<file path="config.mk">
export PLATFORM = sky130hd
export DESIGN_NAME = hsd_ep_ctl
export DESIGN_NICKNAME = d
export VERILOG_FILES = /design/src/rtl/hsd_pkg.sv /design/src/rtl/hsd_ep_ctl.sv
export VERILOG_INCLUDE_DIRS = /design/src /design/src/rtl
export SDC_FILE = /design/constraint.sdc
export NUM_CORES = 1
export LEC_CHECK = 0
export ABC_AREA = 1
export BUFFER_PORTS_ARGS = -buffer_cell sky130_fd_sc_hd__buf_2
export CAP_MARGIN = 20
export CORE_AREA = 2 2 236 238
export CTS_BUF_LIST = sky130_fd_sc_hd__clkbuf_16
export CTS_CLUSTER_DIAMETER = 30
export DETAILED_ROUTE_END_ITERATION = 8
export DIE_AREA = 0 0 238 240
export SLEW_MARGIN = 5
export SYNTH_ARGS = -nofsm -noshare
export SYNTH_HDL_FRONTEND = slang
export SYNTH_SLANG_ARGS = --single-unit
export TNS_END_PERCENT = 5
</file>
<file path="constraint.sdc">
create_clock -name clk -period 4.3 [get_ports clk]
set_input_delay 0.43 -clock clk [delete_from_list [all_inputs] [get_ports clk]]
set_output_delay 0.43 -clock clk [all_outputs]
set_load 0.03 [all_outputs]
</file>
<file path="src/rtl/hsd_consts.svh">
`ifndef HSD_CONSTS_SVH
`define HSD_CONSTS_SVH

// Endpoint count and register window
`define HSD_NUM_EP 7
`define HSD_LAST_EP 3'h6
`define HSD_PAGE 4'h1
`define HSD_PAGE_HI 11
`define HSD_PAGE_LO 8
`define HSD_EP_HI 7
`define HSD_EP_LO 5
`define HSD_SEL_HI 4
`define HSD_SEL_LO 2
`define HSD_ALIGN 2'h0

// Register selector inside one endpoint slot
`define HSD_SEL_READBACK 3'h0
`define HSD_SEL_SET 3'h1
`define HSD_SEL_CLEAR 3'h2

// Control word bit positions
`define HSD_B_ON 0
`define HSD_B_AUTO_VALID 1
`define HSD_B_IRQ_GATES_DMA 3
`define HSD_B_FORCE_ACK 4
`define HSD_B_FULL_UFRAME 6
`define HSD_B_PART_UFRAME 7
`define HSD_B_OVERFLOW 8
`define HSD_B_OUT_RX 9
`define HSD_B_IN_SENT 10
`define HSD_B_TX_RDY_ERR 11
`define HSD_B_SETUP_FLOW 12
`define HSD_B_STALL_CRC 13
`define HSD_B_NAK_IN_FLUSH 14
`define HSD_B_NAK_OUT 15
`define HSD_B_BUSY_BANK 18
`define HSD_B_SHORT_PKT 31

// Implemented bits, interrupt enable bits, reset values
`define HSD_CTL_MASK 32'h8004ffdb
`define HSD_IRQ_MASK 32'h8004ffc0
`define HSD_CTL_RESET 32'h00000000
`define HSD_RDATA_IDLE 32'h00000000

`endif

</file>
<file path="src/rtl/hsd_pkg.sv">
`include "hsd_consts.svh"
`default_nettype none

package hsd_pkg;
    typedef logic [31:0] hsd_word_t;

    typedef struct packed {
        logic [`HSD_NUM_EP-1:0][31:0] ctl;
        logic [31:0] rdata;
    } hsd_state_t;
endpackage

`default_nettype wire

</file>
<file path="src/rtl/hsd_ep_ctl.sv">
`include "hsd_consts.svh"
`default_nettype none

// Overview of operation
// - Each of endpoints 0..6 has its own set and clear register.
// - Set bit 0 enables the endpoint; zero bits never change state.
// - Clear bit 0 disables the endpoint.
// - Set bit 1 turns on automatic packet validation and bank switching.
// - Clear bit 1 turns off automatic packet validation.
// - Bit 3 arms or disarms interrupt gating of the DMA request.
// - Set bit 4 forces ACK instead of NYET on high-speed bulk OUT.
// - Clear bit 4 returns the bulk OUT handshake to hardware.
// - Bit 6 enables or disables full microframe payload interrupt.
// - Bit 7 enables or disables partial microframe packet interrupt.
// - Bit 8 enables or disables the overflow error interrupt.
// - Bit 9 enables or disables the received OUT data interrupt.
// - Bit 10 enables or disables the IN data sent interrupt.
// - Bit 11 enables or disables tx ready or transaction error interrupt.
// - Bit 12 enables or disables setup or flow error interrupt.
// - Bit 13 enables or disables stall, CRC or count error interrupt.
// - Bit 14 enables or disables NAK-to-IN or flush error interrupt.
// - Bit 15 enables or disables the NAK-to-OUT interrupt.
// - Bit 18 enables or disables the busy bank interrupt.
// - Set bit 31 on OUT endpoints enables the short packet interrupt.
// - Bit 31 on IN sends short packet with end-of-buffer and auto-valid.
// - Clear bit 31 on IN stops zero-length packet append.
module hsd_ep_ctl
    import hsd_pkg::*;
(
    // Clock and reset
    input wire logic clk,
    input wire logic sys_rst,
    // Register port
    input wire logic [11:0] reg_addr,
    input wire logic [31:0] reg_wdata,
    input wire logic reg_wr,
    input wire logic reg_rd,
    output logic [31:0] reg_rdata,
    // Endpoint status from the controller
    input wire logic [`HSD_NUM_EP-1:0] ep_is_in,
    input wire logic [`HSD_NUM_EP-1:0] dma_end_buf_en,
    input wire logic [`HSD_NUM_EP-1:0][31:0] irq_src,
    input wire logic [`HSD_NUM_EP-1:0] dma_req_in,
    // Control to the controller
    output logic [`HSD_NUM_EP-1:0][31:0] ep_ctl,
    output logic [`HSD_NUM_EP-1:0] endpoint_on,
    output logic [`HSD_NUM_EP-1:0] auto_validate,
    output logic [`HSD_NUM_EP-1:0] force_ack_handshake,
    output logic [`HSD_NUM_EP-1:0] short_pkt_irq_en,
    output logic [`HSD_NUM_EP-1:0] zlp_send,
    output logic [`HSD_NUM_EP-1:0] ep_irq,
    output logic [`HSD_NUM_EP-1:0] dma_req_out
);

    hsd_state_t st_reg;
    hsd_state_t st_next;

    logic hit;
    logic [2:0] dec_ep;
    logic [2:0] dec_sel;
    logic dec_set;
    logic dec_clr;
    logic dec_rb;

    function automatic logic hsd_hit(input logic [11:0] a);
        hsd_hit = (a[`HSD_PAGE_HI:`HSD_PAGE_LO] == `HSD_PAGE)
            && (a[`HSD_EP_HI:`HSD_EP_LO] <= `HSD_LAST_EP)
            && (a[1:0] == `HSD_ALIGN);
    endfunction

    // Interrupt enables that really gate; bit 31 is no interrupt on IN
    function automatic hsd_word_t hsd_irq_en(input hsd_word_t c, input logic is_in);
        hsd_word_t m;
        m = c & `HSD_IRQ_MASK;
        if (is_in) begin
            m[`HSD_B_SHORT_PKT] = 1'b0;
        end
        hsd_irq_en = m;
    endfunction

    function automatic logic [`HSD_NUM_EP-1:0][31:0] hsd_ep_sel(input logic [2:0] e);
        logic [`HSD_NUM_EP-1:0][31:0] s;
        s = '0;
        s[e] = 32'hffffffff;
        hsd_ep_sel = s;
    endfunction

    assign hit = hsd_hit(reg_addr);
    assign dec_ep = reg_addr[`HSD_EP_HI:`HSD_EP_LO];
    assign dec_sel = reg_addr[`HSD_SEL_HI:`HSD_SEL_LO];
    assign dec_set = reg_wr && hit && (dec_sel == `HSD_SEL_SET);
    assign dec_clr = reg_wr && hit && (dec_sel == `HSD_SEL_CLEAR);
    assign dec_rb = reg_rd && hit && (dec_sel == `HSD_SEL_READBACK);

    always_comb begin
        st_next = st_reg;
        // Read data stand for one cycle only; write-only slots read zero
        st_next.rdata = `HSD_RDATA_IDLE;
        if (dec_set) begin
            // Ones set implemented bits, zeros leave them
            st_next.ctl[dec_ep] = st_reg.ctl[dec_ep] | (reg_wdata & `HSD_CTL_MASK);
        end
        if (dec_clr) begin
            st_next.ctl[dec_ep] = st_reg.ctl[dec_ep] & ~(reg_wdata & `HSD_CTL_MASK);
        end
        if (dec_rb) begin
            st_next.rdata = st_reg.ctl[dec_ep];
        end
    end

    always_ff @(posedge clk) begin
        if (sys_rst) begin
            st_reg.ctl <= {`HSD_NUM_EP{`HSD_CTL_RESET}};
            st_reg.rdata <= `HSD_RDATA_IDLE;
        end else begin
            st_reg <= st_next;
        end
    end

    assign reg_rdata = st_reg.rdata;
    assign ep_ctl = st_reg.ctl;

    genvar e;
    generate
        for (e = 0; e < `HSD_NUM_EP; e++) begin : g_ep
            logic irq_hit;
            assign endpoint_on[e] = st_reg.ctl[e][`HSD_B_ON];
            assign auto_validate[e] = st_reg.ctl[e][`HSD_B_AUTO_VALID];
            assign force_ack_handshake[e] = st_reg.ctl[e][`HSD_B_FORCE_ACK];
            assign short_pkt_irq_en[e] = st_reg.ctl[e][`HSD_B_SHORT_PKT] && !ep_is_in[e];
            // Short packet closes a DMA run only with auto-valid and end of buffer
            assign zlp_send[e] = st_reg.ctl[e][`HSD_B_SHORT_PKT] && ep_is_in[e]
                && st_reg.ctl[e][`HSD_B_AUTO_VALID] && dma_end_buf_en[e];
            assign irq_hit = |(irq_src[e] & hsd_irq_en(st_reg.ctl[e], ep_is_in[e]));
            assign ep_irq[e] = irq_hit;
            // Any enabled interrupt withdraws the request while gating is armed
            assign dma_req_out[e] = dma_req_in[e]
                && !(st_reg.ctl[e][`HSD_B_IRQ_GATES_DMA] && irq_hit);
        end
    endgenerate

    // Helper capture of last access for checking
    logic h_set;
    logic h_clr;
    logic h_rb;
    logic h_wo_rd;
    logic [2:0] h_ep;
    logic [31:0] h_old;
    logic [31:0] h_wd;
    logic [`HSD_NUM_EP-1:0][31:0] h_ctl;

    always_ff @(posedge clk) begin
        if (sys_rst) begin
            h_set <= 1'b0;
            h_clr <= 1'b0;
            h_rb <= 1'b0;
            h_wo_rd <= 1'b0;
            h_ep <= 3'h0;
            h_old <= 32'h0;
            h_wd <= 32'h0;
            h_ctl <= '0;
        end else begin
            h_set <= dec_set;
            h_clr <= dec_clr;
            h_rb <= dec_rb;
            h_wo_rd <= reg_rd && hit && (dec_sel != `HSD_SEL_READBACK);
            h_ep <= dec_ep;
            h_old <= hit ? st_reg.ctl[dec_ep] : 32'h0;
            h_wd <= reg_wdata;
            h_ctl <= st_reg.ctl;
        end
    end
endmodule

`default_nettype wire

</file>
* After elaboration in Yosys (flattened, before gate mapping)
Cells that the tools add are included.
** Cells by class
- Add/subtract/negate cells :: 0
- $mul :: 0
- Divide/modulo/power cells :: 0
- $lt $le $gt $ge :: 3
- Eq/ne operators :: 3
- Shift operators :: 0
- Multiplexer cells :: 15
- Bitwise logic cells :: 11
- Reduce and logical (&&, ||, !) cells :: 74
** Operators with widths (number)
- bitwise mux 224 bit :: 2
- 2-to-1 mux 224 bit :: 2
- bitwise AND 32 bit :: 8
- OR reduction 32 bit :: 7
- binary-select mux 32 bit (select 3 bit) :: 1
- demux 32 bit (select 3 bit) :: 1
- 2-to-1 mux 32 bit :: 2
- logical AND 1 bit :: 50
- inverter 32 bit :: 1
- bitwise OR 32 bit :: 1
- logical NOT 1 bit :: 14
- 2-to-1 mux 1 bit :: 7
- == test 4 x 1 -> 1 bit (second input constant) :: 1
- less-than comparator 3 x 4 -> 1 bit (second input constant) :: 1
- == test 3 x 1 -> 1 bit (second input constant) :: 1
- == test 3 x 2 -> 1 bit (second input constant) :: 1
- greater-or-equal comparator 3 x 1 -> 1 bit (second input constant) :: 1
- <= comparator 3 bit (second input constant) :: 1
- logical NOT 3 bit :: 1
- logical NOT 2 bit :: 1
- OR reduction 2 bit :: 1
- inverter 1 bit :: 1
** Word-level totals
- Bits in registers :: 256
- Latch bits :: 0
- Bits in writable memories :: 0
- Bits in read-only memories :: 0
- Bits of input ports :: 293
- Output and inout port bits :: 305
- Logic and storage cells :: 114
- Memories :: 0

* Longest topological paths before layout
Gate-level depths: netlist of run 1.
- Depth in word-level cells :: 8
- Depth in mapped cells :: 12
- Mapped depth without buffers :: 11

* Worst setup path before layout of run 1
OpenSTA, ideal clock, no wires.
- Path kind :: register to output
- Start point :: register st_reg, in the netlist ep_ctl[95]
- End point :: output dma_req_out[2]
- Arrival time :: 1.689 ns
- Required time :: 3.870 ns
- Path slack :: 2.181 ns
- Cell stages (with the launch flop) :: 8
- Buffers on the path :: 0
- Cell sequence :: dfxtp_1 > inv_1 > nor2_1 > nand2_1 > nand2_1 > nor2_1 > nand3_1 > a21boi_0
** Between the ends
- Longest elaborated chain between the ends :: 6
** RTL lines
- start: declaration :: line hsd_ep_ctl.sv:55 : hsd_state_t st_reg;
- start signal: assignment :: line hsd_ep_ctl.sv:116 : st_reg <= st_next;
- 2-to-1 mux 1 bit :: line hsd_ep_ctl.sv:75 : if (is_in) begin
- bitwise AND 32 bit :: line hsd_ep_ctl.sv:134 : assign irq_hit = |(irq_src[e] & hsd_irq_en(st_reg.ctl[e], ep_is_in[e]));
- OR reduction 32 bit :: line hsd_ep_ctl.sv:134
- via g_ep[2].irq_hit :: line hsd_ep_ctl.sv:126 : logic irq_hit;
- logical AND 1 bit :: line hsd_ep_ctl.sv:138 : && !(st_reg.ctl[e][`HSD_B_IRQ_GATES_DMA] && irq_hit);
- logical NOT 1 bit :: line hsd_ep_ctl.sv:138
- logical AND 1 bit :: line hsd_ep_ctl.sv:137 : assign dma_req_out[e] = dma_req_in[e]
- end: declaration :: line hsd_ep_ctl.sv:52 : output logic [`HSD_NUM_EP-1:0] dma_req_out
The timed path passes the listed nets, and every way through them passes these cells.

* Final worst setup path of run 1
- Start point :: register st_reg, in the netlist ep_ctl[159]
- End point :: output dma_req_out[4]
** Between the ends
- Longest elaborated chain between the ends :: 6
** RTL lines (line)
- 2-to-1 mux 1 bit :: hsd_ep_ctl.sv:75
- bitwise AND 32 bit :: hsd_ep_ctl.sv:134
- OR reduction 32 bit :: hsd_ep_ctl.sv:134
- logical AND 1 bit :: hsd_ep_ctl.sv:138
- logical NOT 1 bit :: hsd_ep_ctl.sv:138
- logical AND 1 bit :: hsd_ep_ctl.sv:137
No other way between the ends.

==> impl_metrics.tcl, run 1 <==
set metrics [dict create \
    status "completed" \
    power.density_nw_per_um2 398.9 \
    synth_compound_area_share_pct 13.16 \
    cts_tree "done" \
    postCtsHoldBufs 0 \
    p_leak_nw 8.052 \
    worst_slew_pin_slew_ps 1091 \
    skew_ps 17.86 \
    yosys.area_share.simple_pct 33.22 \
    dieHeight_um 240 \
    r2r_end "ep_ctl[127]" \
    place_area_um2 14740 \
    hold_path_depth 5 \
    grt_start_max_net_pins 92 \
    setup.worst_path.end_class "primary output" \
    drc 0 \
    crit_type "flop to primary output" \
    cts.clk_slew.worst_paths_ps 50 \
    synth_top_family_by_area "simple AND/OR/NAND/NOR gates" \
    fin_crit_ps 2868 \
    place_congestion 0.8420 \
    seqPwrFrac_pct 36.3 \
    totalWireLength_mm 55.86 \
    max-clock-path-buffers 3 \
    grt_pass1_vias 11420 \
    worstPathMaxFanout 4 \
    post-cts-setup-buffer-count 0 \
    synthAdderAreaFrac_pct 0 \
    p_sw_w 0.001559 \
    intPower_w 0.004987 \
    ir_drop_mv 0.2672 \
    pin_count 598 \
    hold_ws_ps 285.5 \
    area_delta_synth_final_pct 35.70 \
    syn_area_per_cell_um2 6.526 \
    synth-edff-count 0 \
    max_slew_margin_pct 27.24 \
    grt_pass1_wl_mm 78.34 \
    design_area_um2 16410 \
    reg2reg_depth 8 \
    cts_buffers 44 \
    crit_path_start_kind "flop" \
    synth_ff_type "dfxtp_1" \
    synth_seq_cells 256 \
    reg2reg_slack_ps 2310 \
    synthMuxAreaShare_pct 0 \
    clockPowerShare_pct 59.3 \
    setup_tns_ps 0 \
    cts_root_buf "clkbuf_16" \
    power_w 0.006546 \
    hold_end "ep_ctl[68]" \
    pwr-share-comb_pct 4.4 \
    track_usage_pct 18.54 \
    vias_per_cell 4.485 \
    max_freq_mhz 348.6 \
    maxCapViolations 0 \
    ys_async_sr_fraction_pct 0 \
    final_max_slew_viol_count 0 \
    yosysSeqAreaShare_pct 42.38 \
    first_pass_iters 5 \
    die_w_um 238 \
    fin_crit_sh_pct 66.70 \
    ys_warn_count 0 \
    clock_latency_ps 540 \
    critical_path_arrival_ps 2440 \
    syn_inst 1853 \
    rows 86 \
    grt_setup_unrepaired "false" \
    dieArea_um2 57120 \
    r2r-start "ep_ctl[127]" \
    wl_per_cell_um 18.70 \
    drive_above_1_share_pct 25.05 \
    nets 2537 \
    cts_resized 0 \
    h-tree-depth 2 \
    antenna_found_initial 9 \
    route.vias.total 13400 \
    syn_nets 2146 \
    required_ps 3870 \
    synth.cell_area_um2 12090 \
    cts.sinks 256 \
    coreArea_um2 54660 \
    synth_xor_xnor_area_share_pct 0 \
    min_from "reg_wdata[4]" \
    antenna_left 0 \
    hold_viol_final 0 \
    start_util_pct 22.12 \
    hold_class "input pin to flop" \
    setup_viol 0 \
    swShare_pct 23.81 \
    io_buffers 441 \
    place_hpwl_mm 42.39 \
    drt_iter0_drc 1129 \
    grt-ovfl-total 0 \
    synth_cell_types 34 \
]
layout by cell type, fill, tap and decap left out, drive strengths merged:
cell / count
clkinvlp: 5
nand4: 18
a22o: 11
o221ai: 6
a21boi: 7
a221oi: 3
or2: 1
dfxtp: 256
a22oi: 3
inv: 211
nor2: 204
nand2: 669
nand3: 84
nor3: 10
clkbuf: 46
o21ai: 4
bufinv: 9
buf: 461
a31oi: 4
diode: 4
o22ai: 34
a21oi: 213
o2111ai: 2
clkinv: 14
nand3b: 4
cells by family after synthesis:
logic type,after synthesis
compound gates,287
buf+inv,320
flops,256
simple gates,990
how the worst max path moves through the flow:
stage	from	endpoint	slack [ps]	cells past startpoint
2_1_floorplan	ep_ctl[95]	dma_req_out[2]	2180	7
3_3_place_gp	reg_addr[5]	ep_ctl[205]	900	9
4_1_cts	ep_ctl[159]	dma_req_out[4]	1360	8
3_5_place_dp	reg_addr[5]	ep_ctl[201]	900	9
6_report	ep_ctl[159]	dma_req_out[4]	1430	8
5_1_grt	reg_addr[5]	ep_ctl[204]	1290	9
worst max-delay path, stage by stage (launching register included):
cell	delay, ps
dfxtp_1	470
inv_1	130
nor2_1	530
nand2_1	100
nand2_1	90
nor2_1	40
nand3_1	200
a21boi_0	130
buf_2	200
through the flow:
step / std cells / utilization (%) / setup slack, ps
6_report: 2987 / 30.02 / 1432
5_1_grt: 2983 / 30.00 / 1292
4_1_cts: 2982 / 29.97 / 1365
3_5_place_dp: 2901 / 26.96 / 903.6
3_3_place_gp: 2901 / 26.96 / 897.9
2_1_floorplan: 1853 / - / 2181
synth_stat cells, types with 8 or more instances:
master	n	area (µm²)
nor2_1	190	713.2
nor2_2	10	62.56
dfxtp_1	256	5125
buf_2	30	150.1
a22o_1	11	96.34
o22ai_1	34	212.7
clkbuf_1	47	176.4
nand2_1	666	2500
nand3_1	82	410.4
nor3_1	9	45.04
a21oi_1	213	1066
buf_4	32	240.2
inv_1	196	735.7
inv_2	8	30.03
nand4_1	15	93.84
registers in the layout, indices dropped and copies added (netlist names):
signal,flops
ep_ctl,210
endpoint_on,7
auto_validate,7
reg_rdata,32
cell type report:
| type | count | area [µm²] |
|---|---|---|
| diodes | 4 | 10.01 |
| clock buffers | 46 | 1151 |
| clock inverters | 35 | 498.0 |
| fillers | 5952 | 38250 |
| inverters | 204 | 765.7 |
| multi-input cells | 1277 | 5612 |
| flip-flops and latches | 256 | 5125 |
| well taps | 704 | 880.8 |
| repair buffers | 461 | 2367 |
metal layers:
layer,wire [µm],vias to the layer above,GRT usage (%),part of all wire [%]
li1,-,6613,-,-
met1,25750,6140,26.44,46
met2,24440,563,28.37,44
met3,4524,70,3.904,8.1
met4,1088,10,4.527,1.9
met5,58,-,0,0.10
power by group through the flow:
| stage | clock [W] | sequential (W) | combinational [W] |
|---|---|---|---|
| finish | 0.00388 | 0.00237 | 0.000290 |
| global placement | 0 | 0.00242 | 0.000285 |
| floorplan | 0 | 0.00243 | 0.000149 |
| global route | 0.00404 | 0.00237 | 0.000313 |
| CTS | 0.00394 | 0.00237 | 0.000288 |
| detailed placement | 0 | 0.00242 | 0.000287 |
Power figures use the tool's default switching activity.
==> inputs of run 2 (changes only) <==
Settings changed: ABC_AREA 1 to 0, CORE_AREA 2 2 236 238 to 2 2 229 231, DIE_AREA 0 0 238 240 to 0 0 231 233.
Clock period 4.3 ns to 2.4 ns, I/O delays scaled along.
==> run 2 against run 1 <==
The flow now finishes with violations (setup timing). Clock power grew 150%. Final cell count shrank 17%. Clock skew grew 4.2 ps. First-iteration DRC count shrank 29%. Sequential power grew 80%. Worst setup slack lost 1900 ps. Register-to-register slack lost 1900 ps. Sequential cell count is the same. Synthesized cell count shrank 35%. Combinational power grew 130%. Die area shrank 5.8%. Worst hold slack lost 230 ps. Highest routed layer unchanged.
==> impl_metrics.tcl, run 2 <==
set metrics [dict create \
    dpl_worst_slack_ps -190.0 \
    fin_crit_sh_pct 118.3 \
    ir_drop_mv 0.5151 \
    final_cell_mix "buf_2 (435), dfxtp_1 (255), nor2b_1 (122), buf_4 (121), o21ai_0 (102)" \
    grt_setup_unrepaired "true" \
    setup.worst_path.end_class "primary output" \
    largest_reg_flops 210 \
    place_hpwl_mm 48.24 \
    max-clock-path-buffers 3 \
    coreArea_um2 51090 \
    antenna_left 0 \
    cts.clk_slew.worst_paths_ps 40 \
    hold_path_depth 2 \
    drive_above_1_share_pct 41.60 \
    p_leak_nw 8.230 \
    syn_inst 1207 \
    die_w_um 231 \
    rows 83 \
    layout.cells.non_filler 2474 \
    max_freq_mhz 352.3 \
    layout_commonest_cell "buf_2" \
    drt_iter0_drc 804 \
    yosysMostFrequentCell "dfxtp_1" \
    clock_latency_ps 600 \
    crit_type "flop to primary output" \
    setup_viol 3 \
    track_usage_pct 22.22 \
    final_max_slew_viol_count 0 \
    antenna_found_initial 11 \
    vias_per_cell 5.040 \
    totalWireLength_mm 62.07 \
    cts_tree "done" \
    hold_viol_final 0 \
    status "finished, violations left" \
    h-tree-depth 3 \
    hold_class "input pin to flop" \
    dieArea_um2 53820 \
    synth_cell_types 75 \
    worstPathMaxFanout 2 \
    syn_area_per_cell_um2 9.480 \
    place_congestion 0.9248 \
    met3_length_mm 6.081 \
    grt_pass1_vias 12380 \
    grt_start_max_net_pins 111 \
    wl_met1_mm 23.36 \
    placed_cells_incl_taps 2338 \
    cts_root_buf "clkbuf_16" \
    wl_per_cell_um 25.09 \
    cp_slowest_cell "a222oi_1" \
    start_util_pct 22.39 \
    grt_pass1_wl_mm 85.79 \
    met2WireLength_mm 30.04 \
    max_stage_delay_ps 930 \
    route.vias.total 12470 \
    required_ps 2160 \
    max_slew_margin_pct 27.61 \
    crit_path_frequent_cell "buf_4" \
    violations "setup timing" \
    area_delta_synth_final_pct 52.20 \
    maxCapViolations 0 \
    first_pass_iters 5 \
    synth_common_cells "dfxtp_1 (256), nor2b_1 (124), o21ai_0 (102)" \
    pin_count 598 \
    nets 2026 \
    worst_slew_pin_slew_ps 1086 \
    fillCellCount 5286 \
    power.density_nw_per_um2 833.4 \
    yosysSeqAreaShare_pct 44.79 \
    synth-edff-count 0 \
    synth_seq_cells 256 \
    io_buffers 441 \
    skew_ps 22.07 \
    grt-ovfl-total 0 \
    setup_slack_ps -438.3 \
    ys_warn_count 0 \
    crit_path_start_kind "flop" \
    cts.sinks 256 \
    synth.cell_area_um2 11440 \
    dieHeight_um 233 \
    ys_async_sr_fraction_pct 0 \
    worstPathCellList "a222oi_1, buf_4, nand4_1, a21boi_1, buf_4" \
    drc 0 \
    top_layer "met5" \
    synth_area_leader_cell "dfxtp_1" \
    synth_area_leaders "dfxtp_1 (45%), nor2b_1 (6.8%), mux2i_1 (5.6%), o21ai_0 (4.5%), a22oi_1 (2.8%)" \
    syn_nets 1500 \
    synth_ff_type "dfxtp_1" \
    fin_crit_ps 2838 \
    reg2reg_depth 6 \
    post-cts-setup-buffer-count 0 \
    critical_path_arrival_ps 2600 \
    synth_top_area_share_pct 44.79 \
    cts_buffers 72 \
]
-- run 2: changes by cell type in the layout (fill, tap and decap cells not counted), moves of 64 or more --
cell / previous run / this run
inv_1: 197 / 23
o21ai_0: 3 / 102
nor2b_1: 0 / 122
nor2_1: 189 / 82
mux2i_1: 0 / 64
buf_4: 20 / 121
a21oi_1: 213 / 51
nand2_1: 666 / 55
nand3_1: 82 / 9
-- run 2: path summary, 6_finish.rpt --
check	from	to	slack, ps
max reg2reg	ep_ctl[73]	ep_ctl[137]	390
min	sys_rst	ep_ctl[91]	60
min reg2reg	ep_ctl[91]	ep_ctl[91]	460
max	ep_ctl[139]	dma_req_out[4]	-440
-- run 2: worst max-delay path, delay by kind of cell, from the launching register on --
| kind | cells | cell delay, ps |
|---|---|---|
| AO/OA/AOI/OAI | 2 | 1120 |
| flip-flops | 1 | 310 |
| AND/OR/NAND/NOR | 1 | 150 |
| buffers and inverters | 2 | 440 |
-- run 2: logic make-up (layout without fill, tap and decap cells) --
logic type	Yosys count	count (layout)	share of synthesized area, %
XOR/XNOR	1	1	0.07656
multiplexers	100	100	10.22
buffers and inverters	128	712	6.047
AND/OR/NAND/NOR	367	367	18.17
other	0	3	0
AO/OA/AOI/OAI	355	355	20.69
flip-flops	256	256	44.79
-- run 2: layer usage --
layer / track usage [%] / vias to the layer above
li1: - / 5501
met1: 25.15 / 5952
met2: 38.50 / 830
met3: 6.924 / 176
met4: 9.435 / 10
met5: 0 / -
-- run 2: final cells by class --
class                           count  area [µm²]  area share (%)
Multi-Input combinational cell    823        5635           32.36
Clock buffer                       73        1827           10.49
Tap cell                          680       850.8           4.885
Timing Repair Buffer              568        3316           19.04
Inverter                           12       45.04          0.2586
Antenna cell                        3       7.507         0.04311
Sequential cell                   256        5126           29.43
Clock inverter                     59       608.1           3.492
-- run 2: timing repair --
action                                  CTS  global route
endpoints found under the setup margin    6             7
hold buffers                              1             0
gates resized for setup                   6             3
pin swaps                                 2             2
hold endpoints to repair                  2             0
-- run 2: where the power goes --
part	internal [W]	switching, W
logic	0.000249	0.000425
registers	0.00427	0.000000932
clock network	0.00659	0.00298
-- run 2: through the flow --
step	hold WS [ps]	setup TNS (ps)	total power, W	util [%]	area [µm²]
floorplan	424.6	0	0.004649	-	11440
global placement	461.9	-201.8	0.004996	29.26	14950
detailed placement	462.3	-831.1	0.005001	29.26	14950
CTS	27.98	-679.3	0.01460	34.07	17410
global route	43.26	-934.1	0.01489	34.07	17410
finish	55.72	-871.4	0.01451	34.09	17420
